**src/pcim_pkg.sv**
```systemverilog
package pcim_pkg;

  localparam logic [3:0]  CMD_MEM_RD        = 4'h6;
  localparam logic [3:0]  CMD_MEM_WR        = 4'h7;
  localparam logic [3:0]  CMD_MEM_RD_LINE   = 4'hE;
  localparam logic [3:0]  BE_ALL_ON         = 4'h0;
  localparam logic [31:0] ADDR_STEP         = 32'h0000_0004;
  localparam int          XFER_CNT_W        = 16;
  localparam int          MA_CLOCKS         = 4;
  localparam int          RETRY_GAP         = 2;
  localparam int          CFG_STAT_RTA_BIT  = 12;
  localparam int          CFG_STAT_RMA_BIT  = 13;
  localparam int          DMA_STAT_ABORT_BIT = 2;
  localparam logic [7:0]  LAT_TIMER_VAL     = 8'h00;

  typedef enum logic [2:0] {
    ST_IDLE    = 3'b000,
    ST_REQ     = 3'b001,
    ST_ADDR    = 3'b010,
    ST_DATA    = 3'b011,
    ST_END1    = 3'b100,
    ST_END2    = 3'b101,
    ST_BACKOFF = 3'b110
  } mst_state_e;

  typedef enum logic [2:0] {
    W_DONE    = 3'b000,
    W_NEXT    = 3'b001,
    W_PREEMPT = 3'b010,
    W_RETRY   = 3'b011,
    W_FATAL   = 3'b100
  } end_why_e;

  typedef struct packed {
    logic                  start;
    logic                  func_scsi;
    logic                  write;
    logic                  burst;
    logic [31:0]           addr;
    logic [XFER_CNT_W-1:0] words;
  } xfer_req_s;

  typedef struct packed {
    logic gnt_n;
    logic devsel_n;
    logic trdy_n;
    logic stop_n;
  } mbus_in_s;

  typedef struct packed {
    logic        req_n;
    logic        frame_n;
    logic        frame_oe;
    logic        irdy_n;
    logic        irdy_oe;
    logic [31:0] ad;
    logic        ad_oe;
    logic [3:0]  cbe;
    logic        cbe_oe;
  } mbus_out_s;

  typedef struct packed {
    logic eth_tabort;
    logic eth_mabort;
    logic scsi_tabort;
    logic scsi_mabort;
    logic eth_regs_reset;
    logic net_halt;
  } abort_ev_s;

endpackage

```
**src/pci_master_termination.sv**
```systemverilog
`timescale 1ns/1ps
module pci_master_termination (
  input  wire logic                 SYS_CLK,
  input  wire logic                 RSTN,
  input  wire pcim_pkg::xfer_req_s  XFER,
  output logic                      XFER_BUSY,
  output logic                      XFER_DONE,
  output logic                      WORD_ACK,
  input  wire pcim_pkg::mbus_in_s   BUS_IN,
  output pcim_pkg::mbus_out_s       BUS_OUT,
  output pcim_pkg::abort_ev_s       ABORT_EV,
  output logic [15:0]               ETH_CFG_STATUS,
  input  wire logic [15:0]          ETH_CFG_STATUS_CLR,
  output logic [15:0]               SCSI_CFG_STATUS,
  input  wire logic [15:0]          SCSI_CFG_STATUS_CLR,
  output logic [7:0]                SCSI_DMA_STATUS,
  input  wire logic [7:0]           SCSI_DMA_STATUS_CLR,
  output logic [7:0]                LATENCY_TIMER
);

  localparam logic [2:0] MA_LAST = 3'(pcim_pkg::MA_CLOCKS - 1);
  localparam logic [1:0] GAP_END = 2'(pcim_pkg::RETRY_GAP - 2);
  localparam logic [pcim_pkg::XFER_CNT_W-1:0] ONE_WORD = {{(pcim_pkg::XFER_CNT_W-1){1'b0}}, 1'b1};

  pcim_pkg::mst_state_e             state_r,     state_nxt;
  pcim_pkg::end_why_e               why_r,       why_nxt;
  pcim_pkg::mbus_out_s              bus_r,       bus_nxt;
  pcim_pkg::abort_ev_s              ev_r,        ev_nxt;
  logic [31:0]                      addr_r,      addr_nxt;
  logic [pcim_pkg::XFER_CNT_W-1:0]  left_r,      left_nxt;
  logic                             scsi_r,      scsi_nxt;
  logic                             wr_r,        wr_nxt;
  logic                             burst_r,     burst_nxt;
  logic                             mabort_r,    mabort_nxt;
  logic                             seen_r,      seen_nxt;
  logic [2:0]                       macnt_r,     macnt_nxt;
  logic [1:0]                       gap_r,       gap_nxt;
  logic                             busy_r,      busy_nxt;
  logic                             done_r,      done_nxt;
  logic                             ack_r,       ack_nxt;
  logic [15:0]                      eth_stat_r,  eth_stat_nxt;
  logic [15:0]                      scsi_stat_r, scsi_stat_nxt;
  logic [7:0]                       dma_stat_r,  dma_stat_nxt;
  logic [7:0]                       lat_r;
  logic                             dev;
  logic                             stp;
  logic                             rdy;
  logic                             gnt;
  logic [15:0]                      eth_set;
  logic [15:0]                      scsi_set;
  logic [7:0]                       dma_set;

  assign dev = !BUS_IN.devsel_n;
  assign stp = !BUS_IN.stop_n;
  assign rdy = !BUS_IN.trdy_n;
  assign gnt = !BUS_IN.gnt_n;

  always_comb begin
    state_nxt  = state_r;
    why_nxt    = why_r;
    bus_nxt    = bus_r;
    addr_nxt   = addr_r;
    left_nxt   = left_r;
    scsi_nxt   = scsi_r;
    wr_nxt     = wr_r;
    burst_nxt  = burst_r;
    mabort_nxt = mabort_r;
    seen_nxt   = seen_r;
    macnt_nxt  = macnt_r;
    gap_nxt    = gap_r;
    busy_nxt   = busy_r;
    done_nxt   = 1'b0;
    ack_nxt    = 1'b0;
    ev_nxt     = '0;
    eth_set    = '0;
    scsi_set   = '0;
    dma_set    = '0;
    case (state_r)
      pcim_pkg::ST_IDLE: begin
        // a start while busy is ignored: the engine waits for done
        if (XFER.start && (XFER.words != '0)) begin
          addr_nxt      = XFER.addr;
          left_nxt      = XFER.words;
          scsi_nxt      = XFER.func_scsi;
          wr_nxt        = XFER.write;
          burst_nxt     = XFER.burst;
          busy_nxt      = 1'b1;
          bus_nxt.req_n = 1'b0;
          state_nxt     = pcim_pkg::ST_REQ;
        end
      end
      pcim_pkg::ST_REQ: begin
        bus_nxt.req_n = 1'b0;
        if (gnt) begin
          state_nxt = pcim_pkg::ST_ADDR;
        end
      end
      pcim_pkg::ST_DATA: begin
        seen_nxt = seen_r | dev;
        if (macnt_r != MA_LAST) begin
          macnt_nxt = macnt_r + 3'h1;
        end
        if (stp && !dev && seen_r) begin
          mabort_nxt = 1'b0;
          why_nxt    = pcim_pkg::W_FATAL;
          state_nxt  = pcim_pkg::ST_END1;
        end else if (!dev && !seen_r && (macnt_r == MA_LAST)) begin
          mabort_nxt = 1'b1;
          why_nxt    = pcim_pkg::W_FATAL;
          state_nxt  = pcim_pkg::ST_END1;
        end else if (dev && rdy) begin
          ack_nxt  = 1'b1;
          addr_nxt = addr_r + pcim_pkg::ADDR_STEP;
          left_nxt = left_r - ONE_WORD;
          if (left_r == ONE_WORD) begin
            why_nxt   = pcim_pkg::W_DONE;
            state_nxt = pcim_pkg::ST_END1;
          end else if (stp) begin
            why_nxt   = pcim_pkg::W_RETRY;
            state_nxt = pcim_pkg::ST_END1;
          end else if (!gnt) begin
            // grant may vanish at any moment; finish this word only
            why_nxt   = pcim_pkg::W_PREEMPT;
            state_nxt = pcim_pkg::ST_END1;
          end else if (!burst_r) begin
            why_nxt   = pcim_pkg::W_NEXT;
            state_nxt = pcim_pkg::ST_END1;
          end
        end else if (dev && stp) begin
          why_nxt   = pcim_pkg::W_RETRY;
          state_nxt = pcim_pkg::ST_END1;
        end
        if (state_nxt == pcim_pkg::ST_END1) begin
          bus_nxt.frame_n = 1'b1;
          bus_nxt.ad_oe   = 1'b0;
          bus_nxt.cbe_oe  = 1'b0;
          bus_nxt.req_n   = !((why_nxt == pcim_pkg::W_PREEMPT) ||
                              (why_nxt == pcim_pkg::W_NEXT));
        end
      end
      pcim_pkg::ST_ADDR: begin
        bus_nxt.irdy_n = 1'b0;
        bus_nxt.ad_oe  = wr_r;
        bus_nxt.cbe    = pcim_pkg::BE_ALL_ON;
        state_nxt      = pcim_pkg::ST_DATA;
      end
      pcim_pkg::ST_END1: begin
        bus_nxt.irdy_n = 1'b1;
        state_nxt      = pcim_pkg::ST_END2;
      end
      pcim_pkg::ST_END2: begin
        // idle cycle on the bus: both frame and irdy are high here
        bus_nxt.frame_oe = 1'b0;
        bus_nxt.irdy_oe  = 1'b0;
        case (why_r)
          pcim_pkg::W_NEXT: begin
            state_nxt = gnt ? pcim_pkg::ST_ADDR : pcim_pkg::ST_REQ;
          end
          pcim_pkg::W_PREEMPT: begin
            state_nxt = pcim_pkg::ST_REQ;
          end
          pcim_pkg::W_RETRY: begin
            gap_nxt   = '0;
            state_nxt = pcim_pkg::ST_BACKOFF;
          end
          pcim_pkg::W_FATAL: begin
            busy_nxt  = 1'b0;
            done_nxt  = 1'b1;
            state_nxt = pcim_pkg::ST_IDLE;
            if (scsi_r) begin
              // no interrupt line is touched; only the status bits and the scsi abort pulse move
              ev_nxt.scsi_tabort = !mabort_r;
              ev_nxt.scsi_mabort = mabort_r;
              dma_set[pcim_pkg::DMA_STAT_ABORT_BIT] = 1'b1;
              scsi_set[pcim_pkg::CFG_STAT_RTA_BIT]  = !mabort_r;
              scsi_set[pcim_pkg::CFG_STAT_RMA_BIT]  = mabort_r;
            end else begin
              ev_nxt.eth_tabort     = !mabort_r;
              ev_nxt.eth_mabort     = mabort_r;
              ev_nxt.eth_regs_reset = 1'b1;
              ev_nxt.net_halt       = 1'b1;
              eth_set[pcim_pkg::CFG_STAT_RTA_BIT] = !mabort_r;
              eth_set[pcim_pkg::CFG_STAT_RMA_BIT] = mabort_r;
            end
          end
          default: begin
            busy_nxt  = 1'b0;
            done_nxt  = 1'b1;
            state_nxt = pcim_pkg::ST_IDLE;
          end
        endcase
      end
      pcim_pkg::ST_BACKOFF: begin
        gap_nxt = gap_r + 2'h1;
        if (gap_r == GAP_END) begin
          bus_nxt.req_n = 1'b0;
          state_nxt     = pcim_pkg::ST_REQ;
        end
      end
      default: begin
        state_nxt = pcim_pkg::ST_IDLE;
      end
    endcase
    if (state_nxt == pcim_pkg::ST_ADDR) begin
      // restart drives addr_nxt, which equals addr_r here, so a retry repeats the unmoved word
      bus_nxt.frame_n  = 1'b0;
      bus_nxt.frame_oe = 1'b1;
      bus_nxt.irdy_n   = 1'b1;
      bus_nxt.irdy_oe  = 1'b1;
      bus_nxt.ad       = addr_nxt;
      bus_nxt.ad_oe    = 1'b1;
      bus_nxt.cbe_oe   = 1'b1;
      bus_nxt.cbe      = wr_r ? pcim_pkg::CMD_MEM_WR :
                         (burst_r ? pcim_pkg::CMD_MEM_RD_LINE : pcim_pkg::CMD_MEM_RD);
      seen_nxt         = 1'b0;
      macnt_nxt        = '0;
    end
    // set wins over a clear landing in the same cycle
    eth_stat_nxt  = (eth_stat_r & ~ETH_CFG_STATUS_CLR) | eth_set;
    scsi_stat_nxt = (scsi_stat_r & ~SCSI_CFG_STATUS_CLR) | scsi_set;
    dma_stat_nxt  = (dma_stat_r & ~SCSI_DMA_STATUS_CLR) | dma_set;
  end

  always_ff @(posedge SYS_CLK) begin
    if (!RSTN) begin
      state_r       <= pcim_pkg::ST_IDLE;
      why_r         <= pcim_pkg::W_DONE;
      bus_r         <= '{req_n: 1'b1, frame_n: 1'b1, irdy_n: 1'b1, default: '0};
      ev_r          <= '0;
      addr_r        <= '0;
      left_r        <= '0;
      scsi_r        <= 1'b0;
      wr_r          <= 1'b0;
      burst_r       <= 1'b0;
      mabort_r      <= 1'b0;
      seen_r        <= 1'b0;
      macnt_r       <= '0;
      gap_r         <= '0;
      busy_r        <= 1'b0;
      done_r        <= 1'b0;
      ack_r         <= 1'b0;
      eth_stat_r    <= '0;
      scsi_stat_r   <= '0;
      dma_stat_r    <= '0;
      lat_r         <= pcim_pkg::LAT_TIMER_VAL;
    end else begin
      state_r       <= state_nxt;
      why_r         <= why_nxt;
      bus_r         <= bus_nxt;
      ev_r          <= ev_nxt;
      addr_r        <= addr_nxt;
      left_r        <= left_nxt;
      scsi_r        <= scsi_nxt;
      wr_r          <= wr_nxt;
      burst_r       <= burst_nxt;
      mabort_r      <= mabort_nxt;
      seen_r        <= seen_nxt;
      macnt_r       <= macnt_nxt;
      gap_r         <= gap_nxt;
      busy_r        <= busy_nxt;
      done_r        <= done_nxt;
      ack_r         <= ack_nxt;
      eth_stat_r    <= eth_stat_nxt;
      scsi_stat_r   <= scsi_stat_nxt;
      dma_stat_r    <= dma_stat_nxt;
      lat_r         <= pcim_pkg::LAT_TIMER_VAL;
    end
  end

  assign BUS_OUT         = bus_r;
  assign ABORT_EV        = ev_r;
  assign XFER_BUSY       = busy_r;
  assign XFER_DONE       = done_r;
  assign WORD_ACK        = ack_r;
  assign ETH_CFG_STATUS  = eth_stat_r;
  assign SCSI_CFG_STATUS = scsi_stat_r;
  assign SCSI_DMA_STATUS = dma_stat_r;
  assign LATENCY_TIMER   = lat_r;
endmodule

```
**config.mk**
```make
export PLATFORM = sky130hd
export DESIGN_NAME = pci_master_termination
export DESIGN_NICKNAME = d
export VERILOG_FILES = /design/src/pcim_pkg.sv /design/src/pci_master_termination.sv
export SDC_FILE = /design/constraint.sdc
export NUM_CORES = 1
export LEC_CHECK = 0
export BUFFER_PORTS_ARGS = -buffer_cell sky130_fd_sc_hd__buf_2
export CORE_MARGIN = 4
export CORE_UTILIZATION = 45
export DETAILED_ROUTE_END_ITERATION = 8
export GPL_TIMING_DRIVEN = 0
export MAX_ROUTING_LAYER = met4
export PLACE_DENSITY = 0.72
export SLEW_MARGIN = 15
export SYNTH_ARGS = -nofsm -noshare
export SYNTH_HDL_FRONTEND = slang
export SYNTH_SLANG_ARGS = --single-unit
```
**constraint.sdc**
```tcl
create_clock -name SYS_CLK -period 4.5 [get_ports SYS_CLK]
set_input_delay 0.9 -clock SYS_CLK [delete_from_list [all_inputs] [get_ports SYS_CLK]]
set_output_delay 0.9 -clock SYS_CLK [all_outputs]
set_load 0.01 [all_outputs]
```
==> run_results.csv, run 1 <==
group,metric,value,unit
cells_and_area,final_cell_mix,"201 x buf_2, 153 x dfxtp_1, 84 x nand2_1, 84 x a21oi_1, 64 x nor2_1",
drt,drt_wl_total,23.3,mm
cts,cts.repair.resized,0,
drt,drt_iter0_drc,735,
cells_and_area,final_cells,1271,
drt,ant_nets,0,
die,ios,198,
timing,grt_setup_unrepaired,"no",
yosys,ys_top_cells_by_area,"dfxtp_1 44%, a21oi_1 6.0%, nand2_1 4.5%",
drt,vias,7335,
global_routing,grt_start_max_net_pins,17,
yosys,synth_edf_count,0,
die,start_util,0.460,
drt,avgViaCountPerCell,5.77,
drt,drc,0,
drt,dr.pass1.iters,5,
power_and_ir_drop,vdd_drop_max,0.000277,V
cells_and_area,final_common_cell,"buf_2",
yosys,synth_top_cell_by_area,"dfxtp_1",
die,die_y,133,um
cells_and_area,multi_input_area,3590,um2
cells_and_area,fin_area,8840,um2
run,cap_violations,0,
cts,cts_max_level,4,
critical_path,crit_slowest_cell,"a21oi_2",
critical_path,critical_path.max_stage_delay,620,ps
place,dp_cells,1239,
timing,slew_viol_final,0,
cts,cts_sinks,153,
critical_path,cp-end-kind,"flop",
critical_path,path_class,"in2reg",
global_routing,grt_overflow,0,
critical_path,r2r_slack,1820,ps
die,die_width,133,um
cts,clk_path_buf_depth,2,
global_routing,grt_pass1_wl,36.0,mm
timing,tightest_slew,807,ps
global_routing,gr-usage-all-layers,0.264,
worst_hold_path,hp-class,"reg2reg",
yosys,synth_area,7020,um2
yosys,synthArstFlopShare,0,
place,io_buffers,187,
yosys,ys.flop_type,"dfxtp_1",
yosys,ys_seq_area_frac,0.436,
place,dp_hpwl,17.2,mm
cells_and_area,nets,1151,
yosys,avgSynthCellArea,8.42,um2
yosys,yosysWarnings,0,
timing,fin_crit_sh,0.647,
yosys,synthCells,834,
timing,max-slew-margin-rel,0.462,
yosys,synth_top_area_frac,0.436,
timing,fin_worst_skew,7.20,ps
die,rows,45,
cells_and_area,fill_cells,1445,
cells_and_area,post-route-util,0.579,
yosys,synth_cell_type_count,82,
cts,post_cts_buffers,0,
timing,fin_tns_setup,0,ps
cells_and_area,regArea,3060,um2
place,dpl_cell_area,8250,um2
critical_path,path_buf_inv,2,
cts,cts_tree,"built",
power_and_ir_drop,p_leak,3.64,nW
global_routing,antenna_found_initial,0,
die,die-area,17700,um2
power_and_ir_drop,p_per_area,388,nW/um2
timing,setup_viol,0,
timing,hold_slack,435,ps
timing,layout_min_cycle_time,2910,ps
critical_path,startpoint_type,"primary input",
critical_path,critPathMaxFanout,10,
place,place_congestion,0.952,
status,outcome,"finished, final reports clean",
timing,hold_viol,0,
cells_and_area,layout-drive-gt1-share,0.259,
cells_and_area,area_growth,25.8,%
critical_path,arrival,3240,ps
critical_path,crit_family,"simple AND/OR/NAND/NOR gates",
cells_and_area,n_antenna_cell,0,
critical_path,critPathRequiredTime,4830,ps
global_routing,first_global_vias,6883,
yosys,synth_seq_cells,153,
drt,wl_per_cell,18.3,um
cts,postCtsHoldBufs,0,
critical_path,cp_cell_sequence,"buf_2 > nor4_1 > nand4_1 > a21oi_2 > buf_4 > a21oi_1 > o21a_1",
cts,worstSkewPairLatency,430,ps
cts,path_clk_slew,60,ps
cts,cts_buffers,17,
die,core,15300,um2
cts,root_buffer,"clkbuf_16",
timing,max_freq,344,MHz
[flip-flops by register name, summed over array words and instances (netlist names), 3 cells and up]
name / cells
addr_r: 32
ABORT_EV: 5
left_r: 16
why_r: 3
ETH_CFG_STATUS: 16
macnt_r: 3
BUS_OUT: 41
SCSI_CFG_STATUS: 16
state_r: 3
SCSI_DMA_STATUS: 8
[per-stage QoR]
stage,worst slack [ps],power (W)
after CTS,1690,0.00343
after global placement,1200,0.00200
after global routing,1460,0.00355
after floorplan,2080,0.00181
after detailed placement,1220,0.00200
final,1590,0.00343
[final cells by class]
class / count / area share
multi-input combinational: 607 / 0.406
sequential: 153 / 0.347
timing repair buffer: 187 / 0.106
clock buffer: 19 / 0.0501
buffer: 64 / 0.0377
tap: 211 / 0.0299
clock inverter: 13 / 0.0164
inverter: 17 / 0.00722
[synthesized netlist by cell type, drive strengths merged, types with 4 or more instances]
cell	n
o21a	8
o32ai	4
mux2	4
clkbuf	29
or3	6
nor2	66
ha	6
a211oi	10
and4	5
or2	5
nand3b	8
a21oi	85
buf	35
nor2b	7
nand2	84
o21ai	65
o22ai	5
a31oi	20
dfxtp	153
a311oi	4
a21o	4
o31ai	6
nand2b	10
nor3	19
nor4	18
or4	5
nand4	21
nand3	30
inv	17
and3	7
nor3b	35
[worst min-delay path: cells and delay by family, from the launching register on]
| family | cells | cell delay [ps] |
|---|---|---|
| flops | 1 | 300 |
| simple gates | 2 | 90 |
[power breakdown]
part	leakage, nW	internal [W]	switching (W)
clock	0.274	0.000836	0.000604
combinational	2.12	0.000182	0.000309
sequential	1.25	0.00143	0.0000689
total	3.64	0.00245	0.000982
[path summary, 6_finish.rpt]
check | startpoint | to | cells past startpoint
hold / removal | ETH_CFG_STATUS[15] | ETH_CFG_STATUS[15] | 2
hold reg to reg | ETH_CFG_STATUS[15] | ETH_CFG_STATUS[15] | 2
setup reg to reg | state_r[2] | BUS_OUT[31] | 7
setup / recovery | XFER[8] | left_r[11] | 7
[cell families (layout without fill, tap and decap cells)]
group | count (synthesis) | after routing | synth area share
AOI/OAI and AO/OA | 247 | 247 | 0.217
DFF | 153 | 153 | 0.436
xor gates and xnor gates | 1 | 1 | 0.00125
adders and majority gates | 6 | 6 | 0.0107
other | 1 | 8 | 0.000534
muxes | 7 | 7 | 0.0107
and+or+nand+nor | 338 | 338 | 0.267
buffers and inverters | 81 | 300 | 0.0565
[metal layers]
layer | vias to the layer above | wire (um) | track usage
li1 | 3480 | - | -
met1 | 3410 | 9470 | 0.330
met2 | 379 | 10900 | 0.411
met3 | 66 | 2160 | 0.0605
met4 | 0 | 761 | 0.112
met5 | - | 0 | -
Power figures use the tool's default switching activity.
==> run 2, diff against run 1 <==
--- a/config.mk
+++ b/config.mk
@@ -5,13 +5,14 @@
 export SDC_FILE = /design/constraint.sdc
 export NUM_CORES = 1
 export LEC_CHECK = 0
+export ABC_AREA = 1
 export BUFFER_PORTS_ARGS = -buffer_cell sky130_fd_sc_hd__buf_2
 export CORE_MARGIN = 4
 export CORE_UTILIZATION = 45
 export DETAILED_ROUTE_END_ITERATION = 8
 export GPL_TIMING_DRIVEN = 0
 export MAX_ROUTING_LAYER = met4
-export PLACE_DENSITY = 0.72
+export PLACE_DENSITY = 0.74
 export SLEW_MARGIN = 15
 export SYNTH_ARGS = -nofsm -noshare
 export SYNTH_HDL_FRONTEND = slang
==> constraint.sdc (replaced) <==
create_clock -name SYS_CLK -period 2.65 [get_ports SYS_CLK]
set_input_delay 0.53 -clock SYS_CLK [delete_from_list [all_inputs] [get_ports SYS_CLK]]
set_output_delay 0.53 -clock SYS_CLK [all_outputs]
set_load 0.01 [all_outputs]
==> run 2 against run 1 <==
Effect of this change:
- critical path type is now reg2reg
- final cell count increased by 19%
- clock power increased by 71%
- critical path depth increased by 5
- via count increased by 1.0%
- flip-flop and latch count unchanged
==> run_results.csv, run 2 <==
group,metric,value,unit
cts,cts_sinks,153,
critical_path,critPathMaxFanout,10,
yosys,avgSynthCellArea,6.75,um2
timing,max-slew-margin-rel,0.565,
critical_path,path_class,"reg2reg",
yosys,synth_seq_cells,153,
place,dp_hpwl,16.1,mm
drt,drt_wl_total,21.2,mm
cts,worstSkewPairLatency,430,ps
die,rows,46,
critical_path,crit_slowest_cell,"dfxtp_1",
cells_and_area,multi_input_area,3340,um2
drt,dr.pass1.iters,6,
cts,root_buffer,"clkbuf_16",
global_routing,antenna_found_initial,0,
critical_path,arrival,2790,ps
die,die_width,135,um
yosys,synthTopCellsByCount,"289 x nand2_1, 153 x dfxtp_1, 145 x inv_1",
yosys,synth_top_area_frac,0.424,
place,dp_slack,39.2,ps
critical_path,crit_path_frequent_cell,"nand2_1",
critical_path,critical_path.max_stage_delay,320,ps
die,core,15800,um2
timing,fin_tns_setup,0,ps
yosys,yosysWarnings,0,
place,io_buffers,188,
power_and_ir_drop,power.switching,0.00180,W
drt,drc,0,
global_routing,first_global_vias,6782,
power_and_ir_drop,p_clk_frac,0.405,
place,dpl_cell_area,8460,um2
worst_hold_path,whs_path_depth,2,
drt,ant_nets,0,
cells_and_area,fill_cells,1544,
critical_path,r2r_cells,12,
power_and_ir_drop,p_leak,4.79,nW
cts,cts.repair.resized,0,
power_and_ir_drop,power_frac_seq,0.427,
cts,cts_tree,"built",
timing,layout_min_cycle_time,2430,ps
drt,avgViaCountPerCell,4.90,
cells_and_area,final_cell_mix,"289 x nand2_1, 203 x buf_2, 153 x dfxtp_1",
yosys,synth_most_common_cell,"nand2_1",
yosys,synthArstFlopShare,0,
timing,fin_ws,216,ps
yosys,ys_top_cells_by_area,"dfxtp_1 42%, nand2_1 15%, inv_1 7.5%",
critical_path,path_depth,12,
cells_and_area,post-route-util,0.572,
drt,vias,7411,
cells_and_area,layout-drive-gt1-share,0.218,
yosys,synth_area,7220,um2
power_and_ir_drop,power_frac_comb,0.168,
cts,path_clk_slew,70,ps
place,place_congestion,0.940,
global_routing,grt_overflow,0,
timing,fin_worst_skew,9.38,ps
critical_path,crit_family,"simple AND/OR/NAND/NOR gates",
timing,setup_viol,0,
cts,clk_path_buf_depth,2,
cells_and_area,area_growth,25.4,%
cells_and_area,largest_reg_flops,41,
cts,cts_max_level,4,
die,die-area,18100,um2
critical_path,cp_cell_sequence,"ha_1 > ha_1 > nand2_1 > nand2_1 > nor3_1 > nand3_1 > nand3_1 > nand3_2 > inv_2 > buf_2 > nand2_1 > a21oi_1",
die,die_y,135,um
power_and_ir_drop,vdd_drop_max,0.000534,V
timing,fin_crit_sh,0.919,
drt,wl_per_cell,14.0,um
run,cap_violations,0,
status,outcome,"finished, final reports clean",
power_and_ir_drop,switching_share,0.298,
global_routing,grt_pass1_wl,33.6,mm
yosys,synth_cell_type_count,43,
yosys,ys.flop_type,"dfxtp_1",
yosys,synthCells,1070,
critical_path,startpoint_type,"flop",
die,ios,198,
yosys,synth_edf_count,0,
yosys,synth_top_cell_by_area,"dfxtp_1",
cts,cts_buffers,17,
cells_and_area,final_common_cell,"nand2_1",
worst_hold_path,hp-class,"in2reg",
power_and_ir_drop,power,0.00606,W
drt,drt_iter0_drc,649,
cts,postCtsHoldBufs,0,
timing,grt_setup_unrepaired,"no",
critical_path,cp-end-kind,"flop",
timing,max_freq,411,MHz
cts,post_cts_buffers,0,
timing,slew_viol_final,0,
critical_path,critPathRequiredTime,3000,ps
critical_path,path_buf_inv,2,
timing,hold_viol,0,
global_routing,grt_start_max_net_pins,17,
cells_and_area,regArea,3060,um2
global_routing,gr-usage-all-layers,0.239,
timing,tightest_slew,653,ps
cells_and_area,nets,1388,
yosys,ys_seq_area_frac,0.424,
power_and_ir_drop,intPower,0.00426,W
cells_and_area,n_antenna_cell,0,
cells_and_area,fin_area,9050,um2
die,start_util,0.456,
power_and_ir_drop,p_per_area,670,nW/um2
run 2: routing by layer:
| metal | GRT usage | vias up | wire length [um] |
|---|---|---|---|
| met1 | 0.306 | 3333 | 9600 |
| met3 | 0.0432 | 26 | 1200 |
| met2 | 0.388 | 248 | 10100 |
| li1 | - | 3804 | - |
| met4 | 0.0735 | 0 | 348 |
| met5 | - | - | 0 |
run 2: logic make-up after synthesis:
family                     share of synthesized area
AOI/OAI and AO/OA                              0.128
xor gates and xnor gates                     0.00243
adders and majority gates                     0.0104
buffers and inverters                          0.117
DFF                                            0.424
muxes                                        0.00277
other                                       0.000520
and+or+nand+nor                                0.315
run 2: worst reg2reg max path: cells and delay by family (launching register included):
| family | cells | cell delay [ps] |
|---|---|---|
| compound gates | 1 | 150 |
| fa+ha+maj | 2 | 410 |
| buf+inv | 2 | 500 |
| flops | 1 | 320 |
| simple gates | 7 | 990 |
run 2: worst paths after layout:
check / from / endpoint / slack, ps
worst max-delay path: macnt_r[0] / BUS_OUT[4] / 220
worst min-delay path: ETH_CFG_STATUS_CLR[2] / ETH_CFG_STATUS[2] / 240
worst max register to register: macnt_r[0] / BUS_OUT[4] / 220
worst min register to register: SCSI_CFG_STATUS[1] / SCSI_CFG_STATUS[1] / 420
run 2: stage by stage:
stage	std cells	hold WS (ps)
after floorplan	1077	438
after global placement	1481	413
after detailed placement	1481	416
after CTS	1513	224
after global routing	1513	227
final	1513	241
run 2: cell type report:
cell class,instances,area share
inverters,153,0.0635
flip-flops and latches,153,0.338
repair buffers,188,0.104
well taps,216,0.0299
multi-input cells,721,0.369
clock inverters,14,0.0182
clock buffers,18,0.0474
plain buffers,50,0.0299
run 2: power by group through the flow:
stage / Combinational (W) / Clock [W] / Sequential, W
global placement: 0.000989 / 0 / 0.00263
detailed placement: 0.00101 / 0 / 0.00264
floorplan: 0.000627 / 0 / 0.00265
CTS: 0.00101 / 0.00249 / 0.00259
finish: 0.00102 / 0.00246 / 0.00259
global route: 0.00115 / 0.00260 / 0.00261
